**config.mk**
```make
export PLATFORM = sky130hd
export DESIGN_NAME = analog_reference_conditioning
export DESIGN_NICKNAME = d
export VERILOG_FILES = /design/src/rtl/arc_pkg.sv /design/src/rtl/analog_reference_conditioning.sv
export SDC_FILE = /design/constraint.sdc
export NUM_CORES = 2
export LEC_CHECK = 0
export BUFFER_PORTS_ARGS = -buffer_cell sky130_fd_sc_hd__clkbuf_2
export CAP_MARGIN = 20
export CORE_UTILIZATION = 23
export CTS_CLUSTER_DIAMETER = 120
export CTS_CLUSTER_SIZE = 30
export DETAILED_ROUTE_END_ITERATION = 6
export GPL_ROUTABILITY_DRIVEN = 0
export PLACE_DENSITY_LB_ADDON = 0.08
export SLEW_MARGIN = 20
export SYNTH_ARGS = -nofsm -noshare
export SYNTH_HDL_FRONTEND = slang
export SYNTH_SLANG_ARGS = --single-unit
export TNS_END_PERCENT = 1
```
**constraint.sdc**
```tcl
create_clock -name clk -period 24 [get_ports clk]
set_input_delay 4.8 -clock clk [delete_from_list [all_inputs] [get_ports clk]]
set_output_delay 4.8 -clock clk [all_outputs]
set_load 0.02 [all_outputs]
```
**src/rtl/arc_pkg.sv**
```systemverilog
// What this block does
// - Forward only when channel function is analog
// - Source selector must pick an analog channel
// - Control mode picks speed, torque or position output
// - Mode bit chooses ramp path or direct
// - Direct path keeps only the input filter
// - Direct result leaves in the same cycle
// - Scale full input span to maximum reference
// - Separate gains for torque, speed, position
// - Separate offsets added after scaling
// - Separate dead bands per reference kind
// - Torque rise and fall ramps limit changes
// - Speed acceleration and deceleration ramps
// - Torque ramps act as rise and fall
// - Per-channel low-pass, zero to 100 ms
// - Defaults: function off, filter 1 ms
// - Settings apply in every control mode on the ramp path, except the ramps, which position mode skips; the direct path keeps only the filter
// - Direct mode samples on interpolation tick
package arc_pkg;
   localparam int SAMPLE_W = 16;
   localparam int REF_W = 24;
   localparam int GAIN_W = 16;
   localparam int FRAC_W = 12;
   localparam int FILT_W = 28;
   localparam int FS_SHIFT = 15;
   localparam int FIFO_DEPTH = 16;
   localparam logic [7:0] FSEL_OFF = 8'h00;
   localparam logic [7:0] FSEL_ANALOG = 8'hFE;
   localparam logic [6:0] FILT_MAX_MS = 7'h64;
   localparam logic [6:0] FILT_DEFAULT_MS = 7'h01;
   localparam int CTRL_TICK_NS = 125000;
   localparam int STEPS_PER_MS = 1000000 / CTRL_TICK_NS;
   localparam logic [7:0] OFS_FSEL0 = 8'h00;
   localparam logic [7:0] OFS_FSEL1 = 8'h04;
   localparam logic [7:0] OFS_SRC = 8'h08;
   localparam logic [7:0] OFS_MODE = 8'h0C;
   localparam logic [7:0] OFS_PATH = 8'h10;
   localparam logic [7:0] OFS_FILT0 = 8'h14;
   localparam logic [7:0] OFS_FILT1 = 8'h18;
   localparam logic [7:0] OFS_GAIN = 8'h1C;
   localparam logic [7:0] OFS_BIAS = 8'h28;
   localparam logic [7:0] OFS_BAND = 8'h34;
   localparam logic [7:0] OFS_TSLEW = 8'h40;
   localparam logic [7:0] OFS_SSLEW = 8'h48;
   localparam logic [7:0] OFS_REF_RB = 8'h50;
   localparam logic [7:0] OFS_LEVEL = 8'h54;
   typedef enum logic [1:0] {
      CTRL_TORQUE = 2'b00,
      CTRL_SPEED = 2'b01,
      CTRL_POSITION = 2'b10
   } ctrl_mode_t;
   typedef enum logic [1:0] {
      SRC_NONE = 2'b00,
      SRC_ANA0 = 2'b01,
      SRC_ANA1 = 2'b10
   } ref_src_t;
   typedef enum logic {
      PATH_RAMP = 1'b0,
      PATH_DIRECT = 1'b1
   } ref_path_t;
   typedef struct packed {
      logic signed [SAMPLE_W-1:0] ch1;
      logic signed [SAMPLE_W-1:0] ch0;
   } sample_pair_t;
endpackage : arc_pkg

```
**src/rtl/analog_reference_conditioning.sv**
```systemverilog
// Chosen here: the strobed register port and the register offsets.
`timescale 1ns/1ps
module sample_fifo #(
   parameter int W = 32,
   parameter int DEPTH = 16
) (
   input wire logic clk,
   input wire logic rst,
   input wire logic in_valid,
   output logic in_ready,
   input wire logic [W-1:0] in_data,
   output logic out_valid,
   input wire logic out_ready,
   output logic [W-1:0] out_data,
   output logic [$clog2(DEPTH+1)-1:0] level
);
   localparam int AW = $clog2(DEPTH);
   localparam int CW = $clog2(DEPTH+1);
   localparam logic [CW-1:0] FULL = CW'(DEPTH);
   logic [W-1:0] mem [DEPTH];
   logic [AW-1:0] wp_r, rp_r;
   logic [CW-1:0] cnt_r, cnt_nxt;
   logic ready_r, push, pop;
   assign push = in_valid && ready_r;
   assign pop = out_ready && (cnt_r != '0);
   assign in_ready = ready_r;
   assign out_valid = (cnt_r != '0);
   assign out_data = mem[rp_r];
   assign level = cnt_r;
   always_comb begin
      cnt_nxt = cnt_r;
      if (push && !pop) begin
         cnt_nxt = cnt_r + 1'b1;
      end else if (pop && !push) begin
         cnt_nxt = cnt_r - 1'b1;
      end
   end
   always_ff @(posedge clk) begin
      if (push) begin
         mem[wp_r] <= in_data;
      end
   end
   always_ff @(posedge clk) begin
      if (rst) begin
         wp_r <= '0;
         rp_r <= '0;
         cnt_r <= '0;
         ready_r <= 1'b0;
      end else begin
         if (push) begin
            wp_r <= wp_r + 1'b1;
         end
         if (pop) begin
            rp_r <= rp_r + 1'b1;
         end
         cnt_r <= cnt_nxt;
         // Registered so the ready pin comes straight from a flop
         ready_r <= (cnt_nxt < FULL);
      end
   end
endmodule : sample_fifo

module analog_reference_conditioning
   import arc_pkg::*;
(
   input wire logic clk,
   input wire logic rst,
   input wire logic [7:0] addr,
   input wire logic [31:0] wdata,
   input wire logic wr,
   input wire logic rd,
   output logic [31:0] rdata,
   input wire logic sample_valid,
   input wire sample_pair_t sample_in,
   output logic sample_ready,
   input wire logic cycle_tick,
   input wire logic interp_tick,
   output logic ref_valid,
   output logic signed [REF_W-1:0] speed_ref,
   output logic signed [REF_W-1:0] torque_ref,
   output logic signed [REF_W-1:0] position_ref
);
   function automatic logic [3:0] filt_shift(input logic [6:0] ms);
      int ratio;
      logic [3:0] sh;
      ratio = int'(ms) * STEPS_PER_MS;
      sh = 4'h0;
      for (int i = 0; i < 15; i++) begin
         if ((1 << i) < ratio) begin
            sh = 4'(i + 1);
         end
      end
      return sh;
   endfunction : filt_shift
   function automatic logic signed [FILT_W-1:0] filt_step(
      input logic signed [FILT_W-1:0] y,
      input logic signed [SAMPLE_W-1:0] x,
      input logic [3:0] sh);
      logic signed [FILT_W:0] xe, ye, d, s;
      xe = {x[SAMPLE_W-1], x, {FRAC_W{1'b0}}};
      // Signed variable, so the shift below stays arithmetic
      ye = {y[FILT_W-1], y};
      d = xe - ye;
      s = ye + (d >>> sh);
      return s[FILT_W-1:0];
   endfunction : filt_step
   function automatic logic [6:0] clamp_ms(input logic [31:0] v);
      return (v > 32'(FILT_MAX_MS)) ? FILT_MAX_MS : v[6:0];
   endfunction : clamp_ms
   function automatic logic [1:0] mode_idx(input ctrl_mode_t m);
      case (m)
         CTRL_TORQUE: return 2'h0;
         CTRL_SPEED: return 2'h1;
         default: return 2'h2;
      endcase
   endfunction : mode_idx
   function automatic logic signed [REF_W-1:0] dead_fn(
      input logic signed [REF_W-1:0] x,
      input logic [REF_W-1:0] th);
      logic signed [REF_W:0] xe, mag;
      xe = {x[REF_W-1], x};
      mag = (xe < 0) ? -xe : xe;
      return ($unsigned(mag) < {1'b0, th}) ? '0 : x;
   endfunction : dead_fn
   logic [7:0] fsel_r [2];
   logic [6:0] filt_ms_r [2];
   ref_src_t src_r;
   ctrl_mode_t mode_r;
   ref_path_t path_r;
   logic [GAIN_W-1:0] gain_r [3];
   logic signed [REF_W-1:0] bias_r [3];
   logic [REF_W-1:0] band_r [3];
   logic [REF_W-1:0] tslew_r [2];
   logic [REF_W-1:0] sslew_r [2];
   logic signed [FILT_W-1:0] filt_r [2];
   logic signed [FILT_W-1:0] filt_nxt [2];
   logic signed [REF_W-1:0] ramp_r, ramp_nxt;
   logic signed [REF_W-1:0] speed_ref_r, torque_ref_r, position_ref_r;
   logic ref_valid_r;
   logic [31:0] rdata_r;
   logic fifo_valid, fifo_ready_in, tick, pop, enable;
   sample_pair_t fifo_data;
   logic [$clog2(FIFO_DEPTH+1)-1:0] fifo_level;
   logic [1:0] mi;
   logic signed [SAMPLE_W-1:0] sel_filt;
   logic signed [REF_W-1:0] scaled, biased, target, direct_val, out_val;
   logic signed [SAMPLE_W+GAIN_W:0] prod, prod_sh;
   logic [REF_W-1:0] up_step, down_step;
   logic signed [REF_W:0] diff;
   sample_fifo #(.W(2 * SAMPLE_W), .DEPTH(FIFO_DEPTH)) u_fifo (
      .clk(clk),
      .rst(rst),
      .in_valid(sample_valid),
      .in_ready(fifo_ready_in),
      .in_data(sample_in),
      .out_valid(fifo_valid),
      .out_ready(tick),
      .out_data(fifo_data),
      .level(fifo_level)
   );
   assign tick = (path_r == PATH_DIRECT) ? interp_tick : cycle_tick;
   assign pop = tick && fifo_valid;
   // Register writes
   always_ff @(posedge clk) begin
      if (rst) begin
         src_r <= SRC_NONE;
         mode_r <= CTRL_SPEED;
         path_r <= PATH_RAMP;
         for (int i = 0; i < 3; i++) begin
            gain_r[i] <= '0;
            bias_r[i] <= '0;
            band_r[i] <= '0;
         end
         for (int i = 0; i < 2; i++) begin
            fsel_r[i] <= FSEL_OFF;
            filt_ms_r[i] <= FILT_DEFAULT_MS;
            tslew_r[i] <= '0;
            sslew_r[i] <= '0;
         end
      end else if (wr) begin
         case (addr)
            OFS_FSEL0: fsel_r[0] <= wdata[7:0];
            OFS_FSEL1: fsel_r[1] <= wdata[7:0];
            OFS_SRC: src_r <= ref_src_t'(wdata[1:0]);
            OFS_MODE: mode_r <= ctrl_mode_t'(wdata[1:0]);
            OFS_PATH: path_r <= ref_path_t'(wdata[0]);
            // Out-of-range times clamp rather than wrap
            OFS_FILT0: filt_ms_r[0] <= clamp_ms(wdata);
            OFS_FILT1: filt_ms_r[1] <= clamp_ms(wdata);
            OFS_GAIN: gain_r[0] <= wdata[GAIN_W-1:0];
            OFS_GAIN + 8'h04: gain_r[1] <= wdata[GAIN_W-1:0];
            OFS_GAIN + 8'h08: gain_r[2] <= wdata[GAIN_W-1:0];
            OFS_BIAS: bias_r[0] <= wdata[REF_W-1:0];
            OFS_BIAS + 8'h04: bias_r[1] <= wdata[REF_W-1:0];
            OFS_BIAS + 8'h08: bias_r[2] <= wdata[REF_W-1:0];
            OFS_BAND: band_r[0] <= wdata[REF_W-1:0];
            OFS_BAND + 8'h04: band_r[1] <= wdata[REF_W-1:0];
            OFS_BAND + 8'h08: band_r[2] <= wdata[REF_W-1:0];
            OFS_TSLEW: tslew_r[0] <= wdata[REF_W-1:0];
            OFS_TSLEW + 8'h04: tslew_r[1] <= wdata[REF_W-1:0];
            OFS_SSLEW: sslew_r[0] <= wdata[REF_W-1:0];
            OFS_SSLEW + 8'h04: sslew_r[1] <= wdata[REF_W-1:0];
            default: ;
         endcase
      end
   end
   // Register reads, data one cycle after the strobe
   always_ff @(posedge clk) begin
      if (rst) begin
         rdata_r <= '0;
      end else if (rd) begin
         case (addr)
            OFS_FSEL0: rdata_r <= {24'h000000, fsel_r[0]};
            OFS_FSEL1: rdata_r <= {24'h000000, fsel_r[1]};
            OFS_SRC: rdata_r <= {30'h00000000, src_r};
            OFS_MODE: rdata_r <= {30'h00000000, mode_r};
            OFS_PATH: rdata_r <= {31'h00000000, path_r};
            OFS_FILT0: rdata_r <= {25'h0000000, filt_ms_r[0]};
            OFS_FILT1: rdata_r <= {25'h0000000, filt_ms_r[1]};
            OFS_GAIN: rdata_r <= {16'h0000, gain_r[0]};
            OFS_GAIN + 8'h04: rdata_r <= {16'h0000, gain_r[1]};
            OFS_GAIN + 8'h08: rdata_r <= {16'h0000, gain_r[2]};
            OFS_BIAS: rdata_r <= {8'h00, bias_r[0]};
            OFS_BIAS + 8'h04: rdata_r <= {8'h00, bias_r[1]};
            OFS_BIAS + 8'h08: rdata_r <= {8'h00, bias_r[2]};
            OFS_BAND: rdata_r <= {8'h00, band_r[0]};
            OFS_BAND + 8'h04: rdata_r <= {8'h00, band_r[1]};
            OFS_BAND + 8'h08: rdata_r <= {8'h00, band_r[2]};
            OFS_TSLEW: rdata_r <= {8'h00, tslew_r[0]};
            OFS_TSLEW + 8'h04: rdata_r <= {8'h00, tslew_r[1]};
            OFS_SSLEW: rdata_r <= {8'h00, sslew_r[0]};
            OFS_SSLEW + 8'h04: rdata_r <= {8'h00, sslew_r[1]};
            OFS_REF_RB: rdata_r <= {8'h00, ramp_r};
            OFS_LEVEL: rdata_r <= {27'h0000000, fifo_level};
            default: rdata_r <= '0;
         endcase
      end else begin
         rdata_r <= '0;
      end
   end
   // Conditioning chain, evaluated in the pop cycle itself
   always_comb begin
      filt_nxt[0] = filt_step(filt_r[0], fifo_data.ch0,
                              filt_shift(filt_ms_r[0]));
      filt_nxt[1] = filt_step(filt_r[1], fifo_data.ch1,
                              filt_shift(filt_ms_r[1]));
      sel_filt = (src_r == SRC_ANA1) ? filt_nxt[1][FILT_W-1:FRAC_W]
                                     : filt_nxt[0][FILT_W-1:FRAC_W];
      enable = ((src_r == SRC_ANA0) && (fsel_r[0] == FSEL_ANALOG)) ||
               ((src_r == SRC_ANA1) && (fsel_r[1] == FSEL_ANALOG));
      mi = mode_idx(mode_r);
      // Full-scale code maps onto the programmed gain
      prod = sel_filt * $signed({1'b0, gain_r[mi]});
      prod_sh = prod >>> FS_SHIFT;
      scaled = prod_sh[REF_W-1:0];
      biased = scaled + bias_r[mi];
      target = dead_fn(biased, band_r[mi]);
      direct_val = {{(REF_W-SAMPLE_W){sel_filt[SAMPLE_W-1]}}, sel_filt};
      up_step = (mode_r == CTRL_TORQUE) ? tslew_r[0] : sslew_r[0];
      down_step = (mode_r == CTRL_TORQUE) ? tslew_r[1] : sslew_r[1];
      diff = {target[REF_W-1], target} - {ramp_r[REF_W-1], ramp_r};
      // Zero step means no limit, so an unset ramp never freezes
      if (up_step != '0 && diff > $signed({1'b0, up_step})) begin
         ramp_nxt = ramp_r + $signed(up_step);
      end else if (down_step != '0 &&
                   diff < -$signed({1'b0, down_step})) begin
         ramp_nxt = ramp_r - $signed(down_step);
      end else begin
         ramp_nxt = target;
      end
      if (path_r == PATH_DIRECT) begin
         out_val = direct_val;
      end else if (mode_r == CTRL_POSITION) begin
         out_val = target;
      end else begin
         out_val = ramp_nxt;
      end
   end
   always_ff @(posedge clk) begin
      if (rst) begin
         filt_r <= '{default: '0};
      end else if (pop) begin
         filt_r <= filt_nxt;
      end
   end
   // Ramp state tracks direct output too, so a path change is bumpless
   always_ff @(posedge clk) begin
      if (rst) begin
         ramp_r <= '0;
      end else if (pop && enable) begin
         ramp_r <= out_val;
      end
   end
   always_ff @(posedge clk) begin
      if (rst) begin
         ref_valid_r <= 1'b0;
         speed_ref_r <= '0;
         torque_ref_r <= '0;
         position_ref_r <= '0;
      end else begin
         ref_valid_r <= pop && enable;
         if (pop && enable) begin
            case (mode_r)
               CTRL_TORQUE: torque_ref_r <= out_val;
               CTRL_SPEED: speed_ref_r <= out_val;
               default: position_ref_r <= out_val;
            endcase
         end
      end
   end
   assign rdata = rdata_r;
   assign sample_ready = fifo_ready_in;
   assign ref_valid = ref_valid_r;
   assign speed_ref = speed_ref_r;
   assign torque_ref = torque_ref_r;
   assign position_ref = position_ref_r;
   property p_fsel_gate;
      @(posedge clk) disable iff (rst)
      ref_valid_r |-> $past(src_r == SRC_ANA0 ? fsel_r[0] == FSEL_ANALOG
                                          : fsel_r[1] == FSEL_ANALOG);
   endproperty
   a_fsel_gate: assert property (p_fsel_gate)
      else $error("reference sent without analog function code");
   property p_src_gate;
      @(posedge clk) disable iff (rst)
      (src_r == SRC_NONE) |=> !ref_valid_r;
   endproperty
   a_src_gate: assert property (p_src_gate)
      else $error("reference sent with no analog source");
   property p_mode_route;
      @(posedge clk) disable iff (rst)
      (pop && enable && mode_r == CTRL_SPEED) |=>
         $stable(torque_ref_r) && ref_valid_r;
   endproperty
   a_mode_route: assert property (p_mode_route)
      else $error("speed mode disturbed torque reference");
   property p_direct_pass;
      @(posedge clk) disable iff (rst)
      (pop && enable && path_r == PATH_DIRECT && mode_r == CTRL_SPEED) |=>
         speed_ref_r == $past(direct_val);
   endproperty
   a_direct_pass: assert property (p_direct_pass)
      else $error("direct path output differs from filtered input");
   property p_same_cycle;
      @(posedge clk) disable iff (rst)
      (pop && enable) |=> ref_valid_r ##1 (!ref_valid_r || $past(pop, 1));
   endproperty
   a_same_cycle: assert property (p_same_cycle)
      else $error("reference not handed on in its own cycle");
   property p_defaults;
      @(posedge clk)
      rst |=> fsel_r[0] == FSEL_OFF && fsel_r[1] == FSEL_OFF &&
              filt_ms_r[0] == FILT_DEFAULT_MS &&
              filt_ms_r[1] == FILT_DEFAULT_MS;
   endproperty
   a_defaults: assert property (p_defaults)
      else $error("defaults wrong after reset");
   property p_filt_range;
      @(posedge clk) disable iff (rst)
      filt_ms_r[0] <= FILT_MAX_MS && filt_ms_r[1] <= FILT_MAX_MS;
   endproperty
   a_filt_range: assert property (p_filt_range)
      else $error("filter time above its maximum");
   property p_dead_band;
      @(posedge clk) disable iff (rst)
      (biased < $signed({1'b0, band_r[mi]}) &&
       biased > -$signed({1'b0, band_r[mi]})) |-> target == '0;
   endproperty
   a_dead_band: assert property (p_dead_band)
      else $error("value inside dead band not zeroed");
   property p_torque_rise;
      @(posedge clk) disable iff (rst)
      (pop && enable && path_r == PATH_RAMP && mode_r == CTRL_TORQUE &&
       tslew_r[0] != '0 && diff > $signed({1'b0, tslew_r[0]})) |=>
         torque_ref_r == $past(ramp_r) + $signed($past(tslew_r[0]));
   endproperty
   a_torque_rise: assert property (p_torque_rise)
      else $error("torque rise not limited by its ramp");
   property p_fast_tick;
      @(posedge clk) disable iff (rst)
      (path_r == PATH_DIRECT && !interp_tick) |-> !pop;
   endproperty
   a_fast_tick: assert property (p_fast_tick)
      else $error("direct mode sampled off the interpolation tick");
   c_direct: cover property (@(posedge clk) disable iff (rst)
      pop && enable && path_r == PATH_DIRECT);
   c_ramp_torque: cover property (@(posedge clk) disable iff (rst)
      pop && enable && path_r == PATH_RAMP && mode_r == CTRL_TORQUE);
   c_fifo_full: cover property (@(posedge clk) disable iff (rst)
      !fifo_ready_in ##1 pop);
   c_band_zero: cover property (@(posedge clk) disable iff (rst)
      pop && enable && biased != '0 && target == '0);
endmodule : analog_reference_conditioning

```
==> impl_metrics.json <==
{
  "avgSynthCellArea_sq_um": 10.9,
  "postPlaceCellArea_sq_um": 71900,
  "clk_latency_ps": 790,
  "r2r_slack_ps": 1210,
  "synthTopCellsByArea": "edfxtp_1 (38%), ha_1 (7.6%), dfxtp_1 (6.1%)",
  "reg2reg_depth": 93,
  "drive_gt1_share_pct": 13.1,
  "syn-cell-area_sq_um": 65700,
  "hold_path_startpoint": "speed_ref[0]$_SDFFE_PP0P_",
  "finalInstanceArea_sq_um": 74400,
  "synth_top_family_by_area": "compound AO/OA/AOI/OAI gates",
  "clock-sinks": 1030,
  "rsz0062_at_grt": "false",
  "finalMaxSlewViolations": 0,
  "cts_tree": "done",
  "cp-start-kind": "flop",
  "holdPathEnd": "speed_ref[0]$_SDFFE_PP0P_",
  "grt_max_degree": 82,
  "numCtsBuffers": 52,
  "hold_violations": 0,
  "io_buffers": 176,
  "crit_slowest_cell": "mux4_2",
  "holdPathStages": 2,
  "final_nets": 6823,
  "finalClockSkew_ps": 98.0,
  "wl_um": 279000,
  "drcViolationCount": 0,
  "synthFlopType": "edfxtp_1",
  "setup_viol": 0,
  "synth.area.mux_share_pct": 8.91,
  "ant_nets": 0,
  "crit_top_cell": "a21o_1",
  "start_util_pct": 23.2,
  "critPathCaptureType": "flop",
  "yosysTopAreaCell": "edfxtp_1",
  "die_y_um": 537,
  "arrival_ps": 23370,
  "vias": 49328,
  "finalCritPeriodShare_pct": 94.9,
  "num_rows": 195,
  "critical_path_class": "flop to flop",
  "grt_overflow": 0,
  "max_stage_delay_ps": 550,
  "die_w_um": 537,
  "required_ps": 24590,
  "drt-initial-drc-count": 3681,
  "tightest_slew_ps": 1160,
  "htreeDepth": 2,
  "clk_path_buf_depth": 3,
  "synthAdderAreaFrac_pct": 13.6,
  "path_clk_slew_ps": 120,
  "wl_per_cell_um": 28.1,
  "synth_common_cells": "edfxtp_1 (830), nor2_1 (525), nand2_1 (491)",
  "max_cap_violations": 0,
  "clock.fmax_mhz": 43.9,
  "syn_inst": 6005,
  "synth_most_common_cell": "edfxtp_1",
  "max_slew_margin_pct": 22.6,
  "grt_pass1_vias": 49424,
  "cp_max_fo": 13,
  "cts_hold_buffers": 0,
  "detail_route.vias_per_cell": 4.97,
  "syn2layout_area_growth_pct": 13.2,
  "synthSimpleGateAreaFrac_pct": 12.0,
  "drtPass1Iterations": 6,
  "period_needed_ps": 22790,
  "r2r_end": "speed_ref[14]$_SDFFE_PP0P_",
  "netlist.area_leader.share_pct": 37.9,
  "async_flop_share_pct": 0,
  "ys_types": 104,
  "synth-compound-area-share_pct": 14.2,
  "core_sq_um": 283000,
  "yosysWarningCount": 0,
  "status": "complete, no violations",
  "antenna_found_initial": 29,
  "grt.total_usage_pct": 18.9,
  "hp-class": "flop to flop",
  "dieArea_sq_um": 288000,
  "whs_ps": 461,
  "cts-root-buf": "clkbuf_16",
  "synth-edff-count": 830,
  "ys_seq_area_share_pct": 44.0,
  "io_pins": 185,
  "place_hpwl_um": 205000,
  "synth_seq_cells": 1030,
  "synth_xor_area_share_pct": 3.06,
  "grt_pass1_wl_um": 389000
}
-- cell families (layout without fill, tap and decap cells) --
logic type / count (synthesis) / count (layout)
and+or+nand+nor: 1671 / 1671
AOI/OAI and AO/OA: 1380 / 1380
DFF: 1030 / 1030
buffers and inverters: 721 / 894
adders and majority gates: 596 / 596
muxes: 380 / 380
xor gates and xnor gates: 226 / 226
other: 1 / 15
-- worst max path at each step --
| stage | cells after the start | start | endpoint |
|---|---|---|---|
| 3_3_place_gp | 89 | flop | position_ref[23]$_SDFFE_PP0P_ |
| 3_5_place_dp | 87 | flop | position_ref[23]$_SDFFE_PP0P_ |
| 2_1_floorplan | 89 | flop | ramp_r[21]$_SDFFE_PP0P_ |
| 5_1_grt | 91 | flop | torque_ref[4]$_SDFFE_PP0P_ |
| 6_report | 93 | flop | speed_ref[14]$_SDFFE_PP0P_ |
| 4_1_cts | 86 | flop | speed_ref[8]$_SDFFE_PP0P_ |
-- final cells by class --
class | instances | area [sq um]
antenna | 7 | 17.5
clock buffer | 66 | 1410
clock inverter | 25 | 518
fill | 29818 | 209000
inverter | 424 | 1590
multi-input combinational | 4261 | 34600
sequential | 1030 | 28900
tap | 3743 | 4680
timing repair buffer | 379 | 2630
-- state kept, by name, indices dropped and copies added, names as in the netlist, 4 cells and up, named ones only --
register	cells
u_fifo.mem	512
band_r	72
bias_r	72
filt_r	56
gain_r	48
sslew_r	48
tslew_r	48
position_ref	24
ramp_r	24
rdata	24
speed_ref	24
torque_ref	24
fsel_r	16
filt_ms_r	14
u_fifo.level	5
u_fifo.rp_r	4
u_fifo.wp_r	4
-- metrics by stage --
stage / setup TNS [ps] / cells / util [%] / setup slack, ps
3_5_place_dp: -1500 / 9816 / 25.4 / -179
3_3_place_gp: -1770 / 9816 / 25.4 / -237
2_1_floorplan: 0 / 6012 / - / 2530
6_report: 0 / 9935 / 26.3 / 1210
5_1_grt: 0 / 9929 / 26.3 / 3.52
4_1_cts: -276 / 9910 / 26.1 / -61.1
-- repair_timing --
item	4_1_cts	5_1_grt
pin swaps	1	15
setup buffers	3	15
endpoints found under the hold margin	0	0
cloned	0	3
endpoints found under the setup margin	67	96
gates resized for setup	9	67
-- cell usage in the layout (no fill, tap or decap), drive strengths merged, types with 94 or more instances in the layout --
master,Yosys,layout
a211oi,95,95
a21o,113,113
a21oi,350,350
and2,150,150
buf,67,200
clkbuf,230,245
dfxtp,200,200
edfxtp,830,830
fa,199,199
ha,397,397
inv,422,435
mux2i,180,180
mux4,160,160
nand2,492,492
nor2,525,525
nor3,94,94
o21ai,228,228
xnor2,148,148
-- worst max-delay path: cells and delay by family (launching register included) --
kind	cells	cell delay [ps]
xor+xnor	5	860
compound gates	40	9360
buf+inv	12	1720
simple gates	19	3170
fa+ha+maj	13	5370
flops	1	460
mux	4	1620
-- per-layer routing --
layer,wire [um],global-route usage (%),up-vias
li1,-,-,22449
met1,126000,25.2,25504
met2,133000,32.2,1094
met3,11800,2.39,261
met4,8040,5.01,20
met5,122,0,-
Power is not shown: default switching activity piles up to over one toggle a cycle in this logic, so the estimate is an artifact.
